$ cat src/mrxa_pkg.sv
package mrxa_pkg;

	localparam int NCH = 4;
	localparam int QCH = 2;
	localparam int GW  = 10;
	localparam int WW  = 40;

	localparam logic [19:0] ADDR_MODE_A  = 20'h30811;
	localparam logic [19:0] ADDR_MODE_B  = 20'h30911;
	localparam logic [19:0] ADDR_LEGJ_A  = 20'h30810;
	localparam logic [19:0] ADDR_LEGJ_B  = 20'h30910;
	localparam logic [19:0] ADDR_TXSRC_A = 20'h30812;
	localparam logic [19:0] ADDR_TXSRC_B = 20'h30912;
	localparam logic [19:0] ADDR_STAT_A  = 20'h30813;
	localparam logic [19:0] ADDR_STAT_B  = 20'h30913;
	localparam logic [19:0] ADDR_CFG0    = 20'h30820;
	localparam logic [19:0] ADDR_LEG [8] = '{20'h30002, 20'h30012, 20'h30102, 20'h30112,
	                                         20'h30003, 20'h30013, 20'h30103, 20'h30113};

	localparam logic [7:0] MODE_NONE = 8'h00;
	localparam logic [7:0] MODE_TWIN = 8'h0A;
	localparam logic [7:0] MODE_FOUR = 8'h0F;

	localparam int LEG_PD_BIT   = 1;
	localparam int LEGJ_LO      = 4;
	localparam int LEGJ_HI      = 5;
	localparam int CFG_DEC      = 0;
	localparam int CFG_CVSEL    = 1;
	localparam int CFG_FULL     = 2;
	localparam int CFG_MEMB     = 3;
	localparam int STAT_OVF     = 0;
	localparam int STAT_OOS     = 1;
	localparam int STAT_DONE    = 2;
	localparam int STAT_ALIGNED = 3;

	localparam logic [7:0] MODE_RST  = 8'h00;
	localparam logic [3:0] CFG_RST   = 4'hB;
	localparam logic [7:0] ALIGN_CNT = 8'h10;

	typedef enum logic [1:0] {GS_IDLE, GS_COUNT, GS_DONE} mrxa_grp_st_t;

endpackage : mrxa_pkg

$ cat src/mrxa_word_fmt.sv
module mrxa_word_fmt
	import mrxa_pkg::*;
(
	input  wire logic [WW-1:0] raw,
	input  wire logic [31:0]   data,
	input  wire logic [3:0]    kflag,
	input  wire logic [3:0]    cv,
	input  wire logic          dec_en,
	input  wire logic          cv_sel,
	input  wire logic          chalgn,
	input  wire logic          st_oos,
	input  wire logic          st_grp_done,
	input  wire logic          st_all_done,
	input  wire logic          st_ovf,
	output logic [WW-1:0]      word
);

	logic [3:0] stat;

	// Status slots replace violation flags while aligned
	assign stat = {st_oos, st_grp_done, st_all_done, st_ovf};

	always_comb begin
		word = raw;
		if (dec_en) begin
			for (int g = 0; g < 4; g++) begin
				word[g*GW+:8]   = data[g*8+:8];
				word[g*GW+8]    = kflag[g];
				if (chalgn)
					word[g*GW+9] = stat[g];
				else
					word[g*GW+9] = cv_sel & cv[g];
			end
		end
	end

endmodule : mrxa_word_fmt

$ cat src/mrxa_core.sv
// Function
// - Each block picks its own rate
// - Unaligned channels pick rate individually
// - Legacy power-down bits, reset zero, writable
// - Legacy group-join bits reset to zero
// - Mode field decodes none, twin, four
// - One 40-bit word per channel, raw/decoded
// - Decoded group: data, control flag, violation flag
// - Done flags rise at counter zero
// - Raw code-groups packed high to low
// - Violation flag, control flag, data layout
// - Aligned mode: status replaces violation bits
// - Channels read on their quad's clock
// - One muxed transmit clock per quad
// - Rate selectable per channel by register
// - Quarter reference half-rate, half full-rate
// - Removing member keeps others aligned
// - Group overflow and out-of-sync flags
module mrxa_core
	import mrxa_pkg::*;
#(
	parameter logic [7:0] ALIGN_WINDOW = ALIGN_CNT
)(
	input  wire logic               CLK,
	input  wire logic               RST,
	input  wire logic [19:0]        REG_ADDR,
	input  wire logic [7:0]         REG_WDATA,
	input  wire logic               REG_WR,
	input  wire logic               REG_RD,
	output logic      [7:0]         REG_RDATA,
	input  wire logic               RX_READ_CLOCK_A,
	input  wire logic               RX_READ_CLOCK_B,
	input  wire logic               REF_CLOCK_A,
	input  wire logic               REF_CLOCK_B,
	input  wire logic [NCH*WW-1:0]  RX_RAW,
	input  wire logic [NCH*32-1:0]  RX_DATA,
	input  wire logic [NCH*4-1:0]   RX_K,
	input  wire logic [NCH*4-1:0]   RX_CV,
	input  wire logic [NCH-1:0]     RX_ALIGN_CHAR,
	output logic      [NCH*WW-1:0]  RX_WORD_OUT,
	output logic      [NCH-1:0]     RX_WORD_VALID,
	output logic                    TX_CLOCK_RETURN_A,
	output logic                    TX_CLOCK_RETURN_B,
	output logic      [7:0]         LEGACY_POWER_DOWN,
	output logic      [3:0]         LEGACY_GROUP_JOIN
);

	localparam int LW = NCH * (WW + 32 + 4 + 4 + 1);

	// Lane inputs come from the read-clock domain: two flops first
	logic [LW-1:0]      lane_s1_r;
	logic [LW-1:0]      lane_s2_r;
	logic [3:0]         pin_s1_r;
	logic [3:0]         pin_s2_r;
	logic [3:0]         pin_s3_r;
	logic [3:0]         pin_edge;
	logic [NCH*WW-1:0]  raw_s;
	logic [NCH*32-1:0]  data_s;
	logic [NCH*4-1:0]   k_s;
	logic [NCH*4-1:0]   cv_s;
	logic [NCH-1:0]     achar_s;

	always_ff @(posedge CLK or posedge RST) begin
		if (RST) begin
			lane_s1_r <= '0;
			lane_s2_r <= '0;
			pin_s1_r  <= 4'h0;
			pin_s2_r  <= 4'h0;
			pin_s3_r  <= 4'h0;
		end else begin
			lane_s1_r <= {RX_ALIGN_CHAR, RX_CV, RX_K, RX_DATA, RX_RAW};
			lane_s2_r <= lane_s1_r;
			pin_s1_r  <= {REF_CLOCK_B, REF_CLOCK_A, RX_READ_CLOCK_B, RX_READ_CLOCK_A};
			pin_s2_r  <= pin_s1_r;
			pin_s3_r  <= pin_s2_r;
		end
	end

	assign pin_edge = pin_s2_r & ~pin_s3_r;
	assign {achar_s, cv_s, k_s, data_s, raw_s} = lane_s2_r;

	// Register file
	logic [7:0]     mode_a_r;
	logic [7:0]     mode_b_r;
	logic [1:0]     txsrc_a_r;
	logic [1:0]     txsrc_b_r;
	logic [7:0]     leg_pd_r;
	logic [3:0]     leg_join_r;
	logic [3:0]     cfg_r [NCH];
	logic [7:0]     rdata_r;
	logic [7:0]     leg_hit;
	logic [NCH-1:0] cfg_hit;
	logic           wr_mode_a;
	logic           wr_mode_b;

	always_comb begin
		for (int i = 0; i < 8; i++)
			leg_hit[i] = (REG_ADDR == ADDR_LEG[i]);
		for (int c = 0; c < NCH; c++)
			cfg_hit[c] = (REG_ADDR == ADDR_CFG0 + 20'(c));
	end
	assign wr_mode_a = REG_WR && REG_ADDR == ADDR_MODE_A;
	assign wr_mode_b = REG_WR && REG_ADDR == ADDR_MODE_B;
	always_ff @(posedge CLK or posedge RST) begin
		if (RST) begin
			mode_a_r   <= MODE_RST;
			mode_b_r   <= MODE_RST;
			txsrc_a_r  <= 2'h0;
			txsrc_b_r  <= 2'h0;
			leg_pd_r   <= 8'h00;
			leg_join_r <= 4'h0;
			for (int c = 0; c < NCH; c++)
				cfg_r[c] <= CFG_RST;
		end else if (REG_WR) begin
			if (wr_mode_a)
				mode_a_r <= REG_WDATA;
			if (wr_mode_b)
				mode_b_r <= REG_WDATA;
			if (REG_ADDR == ADDR_TXSRC_A)
				txsrc_a_r <= REG_WDATA[1:0];
			if (REG_ADDR == ADDR_TXSRC_B)
				txsrc_b_r <= REG_WDATA[1:0];
			if (REG_ADDR == ADDR_LEGJ_A)
				leg_join_r[1:0] <= REG_WDATA[LEGJ_HI:LEGJ_LO];
			if (REG_ADDR == ADDR_LEGJ_B)
				leg_join_r[3:2] <= REG_WDATA[LEGJ_HI:LEGJ_LO];
			for (int i = 0; i < 8; i++)
				if (leg_hit[i])
					leg_pd_r[i] <= REG_WDATA[LEG_PD_BIT];
			for (int c = 0; c < NCH; c++)
				if (cfg_hit[c])
					cfg_r[c] <= REG_WDATA[3:0];
		end
	end

	// Group decode: group 0 is quad A (or all four), group 1 is quad B
	logic           four_mode;
	logic [NCH-1:0] gmask [2];
	logic [NCH-1:0] member_en;
	logic [NCH-1:0] gact [2];
	logic [NCH-1:0] chalgn;

	always_comb begin
		for (int c = 0; c < NCH; c++)
			member_en[c] = cfg_r[c][CFG_MEMB];
	end

	assign four_mode = (mode_a_r == MODE_FOUR);
	assign gmask[0]  = four_mode ? 4'hF : (mode_a_r == MODE_TWIN ? 4'h3 : 4'h0);
	assign gmask[1]  = (!four_mode && mode_b_r == MODE_TWIN) ? 4'hC : 4'h0;
	assign gact[0]   = gmask[0] & member_en;
	assign gact[1]   = gmask[1] & member_en;
	assign chalgn    = gact[0] | gact[1];

	// Alignment window per group
	mrxa_grp_st_t gst_r [2];
	logic [7:0]   gcnt_r [2];
	logic [NCH-1:0] gseen_r [2];
	logic [1:0]   ovf_r;
	logic [1:0]   oos_r;
	logic [1:0]   done_r;
	logic [1:0]   aligned_r;
	logic [1:0]   gtick;
	logic [1:0]   gresync;
	logic [NCH-1:0] ghit [2];
	logic [NCH-1:0] gseen_nxt [2];
	assign gtick   = pin_edge[1:0];
	assign gresync = {wr_mode_b | wr_mode_a, wr_mode_a};
	always_comb begin
		for (int g = 0; g < 2; g++) begin
			ghit[g]      = achar_s & gact[g];
			gseen_nxt[g] = gseen_r[g] | ghit[g];
		end
	end

	always_ff @(posedge CLK or posedge RST) begin
		if (RST) begin
			for (int g = 0; g < 2; g++) begin
				gst_r[g]   <= GS_IDLE;
				gcnt_r[g]  <= 8'h00;
				gseen_r[g] <= '0;
			end
			ovf_r     <= 2'h0;
			oos_r     <= 2'h0;
			done_r    <= 2'h0;
			aligned_r <= 2'h0;
		end else begin
			for (int g = 0; g < 2; g++) begin
				if (gresync[g] || gact[g] == '0) begin
					gst_r[g]     <= GS_IDLE;
					gseen_r[g]   <= '0;
					ovf_r[g]     <= 1'b0;
					oos_r[g]     <= 1'b0;
					done_r[g]    <= 1'b0;
					aligned_r[g] <= 1'b0;
				end else if (gtick[g]) begin
					case (gst_r[g])
						GS_IDLE: begin
							if (ghit[g] != '0) begin
								gst_r[g]   <= GS_COUNT;
								gcnt_r[g]  <= ALIGN_WINDOW;
								gseen_r[g] <= ghit[g];
							end
						end
						GS_COUNT: begin
							gseen_r[g] <= gseen_nxt[g];
							// Repeat before all arrive would overrun the skew FIFO
							if ((ghit[g] & gseen_r[g]) != '0 && (gseen_r[g] & gact[g]) != gact[g])
								ovf_r[g] <= 1'b1;
							if ((gseen_nxt[g] & gact[g]) == gact[g])
								aligned_r[g] <= 1'b1;
							gcnt_r[g] <= gcnt_r[g] - 8'h01;
							if (gcnt_r[g] == 8'h01) begin
								gst_r[g]  <= GS_DONE;
								done_r[g] <= 1'b1;
								oos_r[g]  <= (gseen_nxt[g] & gact[g]) != gact[g];
							end
						end
						GS_DONE: gseen_r[g] <= gseen_r[g] & gact[g];
						default: gst_r[g] <= GS_IDLE;
					endcase
				end
			end
		end
	end

	// Word formatting and capture on the quad's read clock
	logic [WW-1:0]  word_fmt [NCH];
	logic [NCH-1:0] cap_en;
	logic [NCH-1:0] sgrp;

	for (genvar c = 0; c < NCH; c++) begin : g_ch
		// Four-channel mode keeps all status in group 0
		assign sgrp[c]   = (c >= QCH) && !four_mode;
		assign cap_en[c] = pin_edge[c / QCH];
		mrxa_word_fmt u_fmt (
			.raw         (raw_s[c*WW+:WW]),
			.data        (data_s[c*32+:32]),
			.kflag       (k_s[c*4+:4]),
			.cv          (cv_s[c*4+:4]),
			.dec_en      (cfg_r[c][CFG_DEC]),
			.cv_sel      (cfg_r[c][CFG_CVSEL]),
			.chalgn      (chalgn[c]),
			.st_oos      (oos_r[sgrp[c]]),
			.st_grp_done (done_r[sgrp[c]]),
			.st_all_done (four_mode & done_r[0]),
			.st_ovf      (ovf_r[sgrp[c]]),
			.word        (word_fmt[c])
		);
	end

	logic [NCH*WW-1:0] word_r;
	logic [NCH-1:0]    valid_r;

	always_ff @(posedge CLK or posedge RST) begin
		if (RST) begin
			word_r  <= '0;
			valid_r <= '0;
		end else begin
			for (int c = 0; c < NCH; c++) begin
				valid_r[c] <= cap_en[c];
				if (cap_en[c])
					word_r[c*WW+:WW] <= word_fmt[c];
			end
		end
	end

	// Transmit clock return: divide the sampled reference per source rate
	logic [1:0] txdiv_r;
	logic [1:0] txclk_r;
	logic [1:0] src_full;
	assign src_full[0] = cfg_r[txsrc_a_r[0]][CFG_FULL];
	assign src_full[1] = cfg_r[2 + 32'(txsrc_b_r[0])][CFG_FULL];
	always_ff @(posedge CLK or posedge RST) begin
		if (RST) begin
			txdiv_r <= 2'h0;
			txclk_r <= 2'h0;
		end else begin
			for (int q = 0; q < 2; q++) begin
				if (pin_edge[2 + q]) begin
					// Toggle per ref edge gives /2, every second edge gives /4
					txdiv_r[q] <= ~txdiv_r[q];
					if (src_full[q] || txdiv_r[q])
						txclk_r[q] <= ~txclk_r[q];
				end
			end
		end
	end

	// Read-back; unmapped addresses read zero
	logic [7:0] rd_mux;
	logic [7:0] stat_a;
	logic [7:0] stat_b;
	logic [7:0] leg_rd;
	logic [7:0] cfg_rd;
	assign stat_a = {4'h0, aligned_r[0], done_r[0], oos_r[0], ovf_r[0]};
	assign stat_b = {4'h0, aligned_r[1], done_r[1], oos_r[1], ovf_r[1]};
	always_comb begin
		leg_rd = 8'h00;
		cfg_rd = 8'h00;
		for (int i = 0; i < 8; i++)
			if (leg_hit[i])
				leg_rd = {6'h00, leg_pd_r[i], 1'b0};
		for (int c = 0; c < NCH; c++)
			if (cfg_hit[c])
				cfg_rd = {4'h0, cfg_r[c]};
	end

	assign rd_mux = (REG_ADDR == ADDR_MODE_A)  ? mode_a_r :
	                (REG_ADDR == ADDR_MODE_B)  ? mode_b_r :
	                (REG_ADDR == ADDR_TXSRC_A) ? {6'h00, txsrc_a_r} :
	                (REG_ADDR == ADDR_TXSRC_B) ? {6'h00, txsrc_b_r} :
	                (REG_ADDR == ADDR_LEGJ_A)  ? {2'h0, leg_join_r[1:0], 4'h0} :
	                (REG_ADDR == ADDR_LEGJ_B)  ? {2'h0, leg_join_r[3:2], 4'h0} :
	                (REG_ADDR == ADDR_STAT_A)  ? stat_a :
	                (REG_ADDR == ADDR_STAT_B)  ? stat_b :
	                (leg_rd | cfg_rd);

	always_ff @(posedge CLK or posedge RST) begin
		if (RST)
			rdata_r <= 8'h00;
		else if (REG_RD)
			rdata_r <= rd_mux;
	end

	assign REG_RDATA         = rdata_r;
	assign RX_WORD_OUT       = word_r;
	assign RX_WORD_VALID     = valid_r;
	assign TX_CLOCK_RETURN_A = txclk_r[0];
	assign TX_CLOCK_RETURN_B = txclk_r[1];
	assign LEGACY_POWER_DOWN = leg_pd_r;
	assign LEGACY_GROUP_JOIN = leg_join_r;

endmodule : mrxa_core

$ cat config.mk
export PLATFORM = sky130hd
export DESIGN_NAME = mrxa_core
export DESIGN_NICKNAME = d
export VERILOG_FILES = /design/src/mrxa_pkg.sv /design/src/mrxa_word_fmt.sv /design/src/mrxa_core.sv
export SDC_FILE = /design/constraint.sdc
export NUM_CORES = 1
export LEC_CHECK = 0
export ABC_AREA = 0
export BUFFER_PORTS_ARGS = -buffer_cell sky130_fd_sc_hd__buf_2
export CORE_UTILIZATION = 50
export CTS_CLUSTER_SIZE = 10
export DETAILED_ROUTE_END_ITERATION = 7
export PLACE_DENSITY = 0.72
export SYNTH_ARGS = -nofsm -noshare
export SYNTH_HDL_FRONTEND = slang
export SYNTH_SLANG_ARGS = --single-unit
$ cat constraint.sdc
create_clock -name CLK -period 55.7 [get_ports CLK]
set_input_delay 11.14 -clock CLK [delete_from_list [all_inputs] [get_ports CLK]]
set_output_delay 11.14 -clock CLK [all_outputs]
set_load 0.01 [all_outputs]
Word-level counts from Yosys, hierarchy flattened

Index checks and enable logic that the tools add are counted.

Register bits: 919
Latch bits: 0
Memory bits (writable): 0
ROM bits: 0
Output and inout port bits: 186
Memories kept: 0

Add/subtract/negate cells: 3
Multipliers: 0
Divide/modulo/power cells: 0
Magnitude comparators: 3
Eq/ne operators: 43
Shift operators: 0
Muxes and demuxes: 109
Bitwise gates (word level): 42
Reductions and logical operators: 64

Operators by type and width:

| cell                                                               | number |
|---|---|
| equality test 20 x 18 -> 1 bit, second input constant              | 20 |
| two-way mux 40 bit                                                 | 4 |
| two-way mux 8 bit                                                  | 20 |
| two-way mux 1 bit                                                  | 54 |
| AND 4 bit                                                          | 11 |
| AND reduction 2 bit                                                | 20 |
| two-way mux 4 bit                                                  | 9 |
| greater-or-equal comparator 33 x 3 -> 1 bit, second input constant | 1 |
| inverter 3 -> 33 bit                                               | 1 |
| case mux 8 bit (2 select lines)                                    | 2 |
| equality test 8 x 4 -> 1 bit, second input constant                | 3 |
| case mux 4 bit (3 select lines)                                    | 2 |
| AND reduction 3 bit                                                | 8 |
| nonzero test 2 bit                                                 | 12 |
| nonzero test 4 bit                                                 | 6 |
| two-way mux 2 bit                                                  | 10 |
| AND 1 bit                                                          | 17 |
| binary-select mux 4 bit (select 2 bit)                             | 2 |
| equality test 8 x 1 -> 1 bit, second input constant                | 2 |
| inequality test 4 bit                                              | 4 |
| AND reduction 4 bit                                                | 4 |
| subtractor 8 x 1 -> 8 bit, second input constant                   | 2 |
| two-way mux 3 bit                                                  | 4 |
| inequality test 3 bit, second input constant                       | 4 |
| other kinds (19)                                                   | 42 |

Logic depth before layout (Yosys ltp)

Word-level depth: 18
Depth in mapped cells: 8
Depth with buffers taken out: 7

Hierarchy

A second synthesis with hierarchy kept.

Cells, all modules: 2,141
Area total of the unflattened synthesis: 30,832.1 um^2

Modules (own cells, without submodules):

| module        | instances | cells each | area an instance (um^2) |
|---|---|---|---|
| mrxa_core     | 1         | 1,913      | 28,059.4 |
| mrxa_word_fmt | 4         | 57         | 693.2 |

Worst setup path after synthesis

No wires, ideal clock.

Path type: input port to flip-flop
Start point: in REG_ADDR[13]
End point: reg cfg_r[10] in the netlist's numbering
Library setup time: 0.125 ns
Data arrival time: 13.073 ns
Required time: 55.575 ns
Path slack: 42.502 ns
Stages on the path: 7
Path buffers: 1
Cell sequence: or4_4 -> or3_1 -> clkbuf_1 -> nor2_2 -> nand3_2 -> nor2_1 -> mux2_2

Cells in the longest elaborated chain, start to end: 2

Ends and longest elaborated chain:

| element                              | RTL line         | RTL |
|---|---|---|
| from (decl)                          | mrxa_core.sv:26  | `input wire logic [19:0] REG_ADDR,` |
| equality test 20 x 18 -> 1 bit       | mrxa_core.sv:100 | `cfg_hit[c] = (REG_ADDR == ADDR_CFG0 + 20'(c));` |
| AND reduction 2 bit (no source line) | -                |  |
| to (signal, indexed assignment)      | mrxa_core.sv:132 | `cfg_r[c] <= REG_WDATA[3:0];` |
| to (decl)                            | mrxa_core.sv:89  | `logic [3:0] cfg_r [NCH];` |

Every way passes these cells.
A chain may end at the register's enable or synchronous reset.

==> impl_metrics.csv <==
group,metric,value,unit
worst_hold_path,hp-start,"lane_s1_r[73]",
synth,netlist_area,29420,um2
synth,avgSynthCellArea,15.10,um2
sta,finalClockSkew,0.01990,ns
power_and_ir_drop,p_clk_share,42.3,%
sta,finalMaxSlewViolations,0,
cts,ctsHtreeMaxLevel,3,
floorplanning,die_area,59820,um2
synth,synth_top_area_share,76.89,%
power_and_ir_drop,comb_power_share,5.6,%
synth,netlist_top_cells_area,"dfrtp_1 (77%), mux2i_1 (5.2%), o21ai_0 (3.3%)",
synth,synthMostInstantiatedCell,"dfrtp_1",
sta,fin_crit,13.93,ns
cells_and_area,area_delta_synth_final,21.84,%
status,outcome,"finished, final reports clean",
critical_path,cp.required,56.34,ns
job,drv_cap,0,
floorplanning,ioPinCount,546,
worst_hold_path,hold_end,"lane_s2_r[73]",
cells_and_area,final_cell_count_no_fill,3347,
cts,cts_buffers,103,
sta,hold-worst-slack,0.3375,ns
cts,clock_latency,0.63,ns
floorplanning,rows,88,
synth,ys_types,81,
critical_path,cp.arrival,14.56,ns
worst_hold_path,hold_path.class,"flip-flop to flip-flop",
power_and_ir_drop,power.density,38.74,nW/um2
sta,setup_violations,0,
synth,synth-xor-area-share,0.1488,%
drt,drt_iter0_drc,1279,
power_and_ir_drop,seqPwrFrac,52.2,%
place,place_area,32940,um2
sta,clock.fmax,71.80,MHz
place,gp_congestion,0.9262,
cts,cts_tree,"yes",
place,port_buffers,545,
sta,slew_headroom,26.89,%
critical_path,crit_start,"RST",
synth,synth_fp_nets,2320,
floorplanning,die_x,244.6,um
drt,routed_wl,64670,um
drt,vias_per_cell,5.170,
global_route,grt-ovfl-total,0,
global_route,grt_pass1_vias,18472,
critical_path,worstRegToRegCells,6,
cts,cts_resized,0,
drt,drcViolationCount,0,
synth,yosys_most_used_dff,"dfrtp_1",
synth,synthSimpleGateAreaFrac,6.319,%
drt,drt_first_pass_iters,5,
floorplanning,core_area,57920,um2
synth,yosys_warnings,0,
critical_path,rr_endpoint,"gcnt_r[6]",
synth,seq_area_frac_synth,77.96,%
sta,final_hold_viol_count,0,
power_and_ir_drop,internal-power,1079,uW
critical_path,crit_path_end_kind,"asynchronous set/reset pin",
drt,routedWlPerCell,19.32,um
cells_and_area,final_core_util,61.90,%
critical_path,critPathMaxFanout,130,
worst_hold_path,hold_depth,0,
synth,synth_cells,1948,
synth,yosys_register_bits,916,
critical_path,rr_startpoint,"pin_s3_r[1]",
cts,cts_root_buf,"clkbuf_16",
synth,yosys-top-cells-count,"dfrtp_1 (904), nand2_1 (205), o21ai_0 (192)",
synth,synth_top_family_by_area,"multiplexers",
drt,vias,17304,
sta,fin_crit_sh,25.01,%
cells_and_area,final_area,35850,um2
synth,synth-adder-area-share,0.5103,%
critical_path,reg2reg_slack,52.98,ns
critical_path,cp-start-kind,"primary input",
synth,synthMuxAreaShare,7.310,%
sta,rsz0062_at_grt,"false",
global_route,grt_pass1_wl,101200,um
place,hpwl,42440,um
cts,holdBufCountCts,0,
sta,tns,0,ns
global_route,grt_start_max_net_pins,189,
power_and_ir_drop,swShare,22.26,%
floorplanning,fp.dieH,244.6,um
synth,yosysTopAreaCell,"dfrtp_1",
synth,synth-compound-area-share,6.421,%
power_and_ir_drop,max-vdd-ir-drop,0.03419,mV
power_and_ir_drop,leakagePower,0.01655,uW
synth,synth-async-reset-ratio,100.0,%
power_and_ir_drop,p_switching,309.1,uW
cts,cts.sinks,916,
sta,worst_pin_slew,1.097,ns
cells_and_area,fin_nets,2905,
cells_and_area,drive_gt1_share,29.95,%
critical_path,crit_type,"primary input to asynchronous set/reset pin",
global_route,antenna_found_initial,27,
cts,clkSlewWorstSetupHoldPaths,0.05,ns
floorplanning,initial_core_util,50.80,%
synth,synth-edff-count,0,
place,dp_cells,3193,
global_route,grt_use_total,21.93,%
cts,post_cts_buffers,0,
cts,clockBufferDepth,3,
drt,antenna_left,0,
-- per-layer routing --
layer | vias up | share of wire, % | GRT usage [%]
li1 | 7833 | - | -
met1 | 8666 | 39 | 26.97
met2 | 607 | 50 | 36.73
met3 | 176 | 7.3 | 6.234
met4 | 22 | 3.2 | 8.529
met5 | - | 0.22 | 0
-- sequential cells by signal, summed over array words and instances, names as in the netlist, 4 cells and up --
name and cells:
pin_s2_r 4, lane_s2_r 324, gst_r 4, LEGACY_GROUP_JOIN 4, lane_s1_r 324, RX_WORD_OUT 160
gseen_r 6, mode_a_r 8, gcnt_r 16, pin_s1_r 4, mode_b_r 8, REG_RDATA 8
LEGACY_POWER_DOWN 8, pin_s3_r 4, cfg_r 16
-- layout make-up --
type	count	area (um2)
Sequential cell	916	22940
Fill cell	4344	22070
Multi-Input combinational cell	931	6108
Timing Repair Buffer	560	2853
Clock buffer	132	2769
Tap cell	765	957.2
Clock inverter	8	101.3
Inverter	21	86.33
Antenna cell	14	35.03
-- metrics by stage --
step                power, uW  setup slack [ns]
floorplan               769.0             18.83
CTS                      1405             41.62
global placement        808.3             41.08
detailed placement      813.0             40.95
global route             1445             41.09
finish                   1389             41.77
-- layout by cell type, fill, tap and decap left out, drive strengths merged, types with 4 or more instances in the layout --
master,instances
nand2,205
ha,12
a41oi,6
or2,5
and2,5
clkinv,5
dfstp,12
o31ai,9
a211oi,4
nor2b,7
a21oi,25
clkbuf,132
a31oi,6
o22ai,7
o211a,6
nor3,20
a22oi,8
nand3b,5
or4,7
dfrtp,904
nor2,64
nor4,5
nand3,28
mux2i,153
buf,560
diode,14
inv,23
a21o,4
nand4,8
o21ai,195
mux2,51
o211ai,9
nand2b,10
or3,10
-- logic make-up (layout without fill, tap and decap cells) --
| group | after synthesis | after routing |
|---|---|---|
| xor+xnor | 5 | 5 |
| flops | 916 | 916 |
| buf+inv | 101 | 721 |
| mux | 206 | 206 |
| simple gates | 395 | 395 |
| compound gates | 313 | 313 |
| other cells | 0 | 14 |
| fa+ha+maj | 12 | 12 |
-- power by group through the flow --
stage,registers (uW),clock network [uW],logic (uW)
finish,724,587,77.4
global route,728,629,87.3
CTS,724,602,79.4
detailed placement,735,0,78.3
global placement,732,0,75.9
floorplan,741,0,28.5
-- worst max path at each step --
stage / to / slack [ns] / cells after the start
floorplan: LEGACY_GROUP_JOIN[0] / 18.83 / 1
global placement: lane_s1_r[113] / 41.08 / 5
detailed placement: lane_s1_r[83] / 40.95 / 5
CTS: lane_s1_r[113] / 41.62 / 5
global route: lane_s1_r[226] / 41.09 / 5
finish: lane_s1_r[114] / 41.77 / 5
-- critical path, cell delays in order --
cell and delay (ns):
buf_2 0.13, inv_8 0.59, buf_4 0.79, buf_4 0.87
buf_4 0.83
Note: power is estimated with default switching activity, not from simulation.
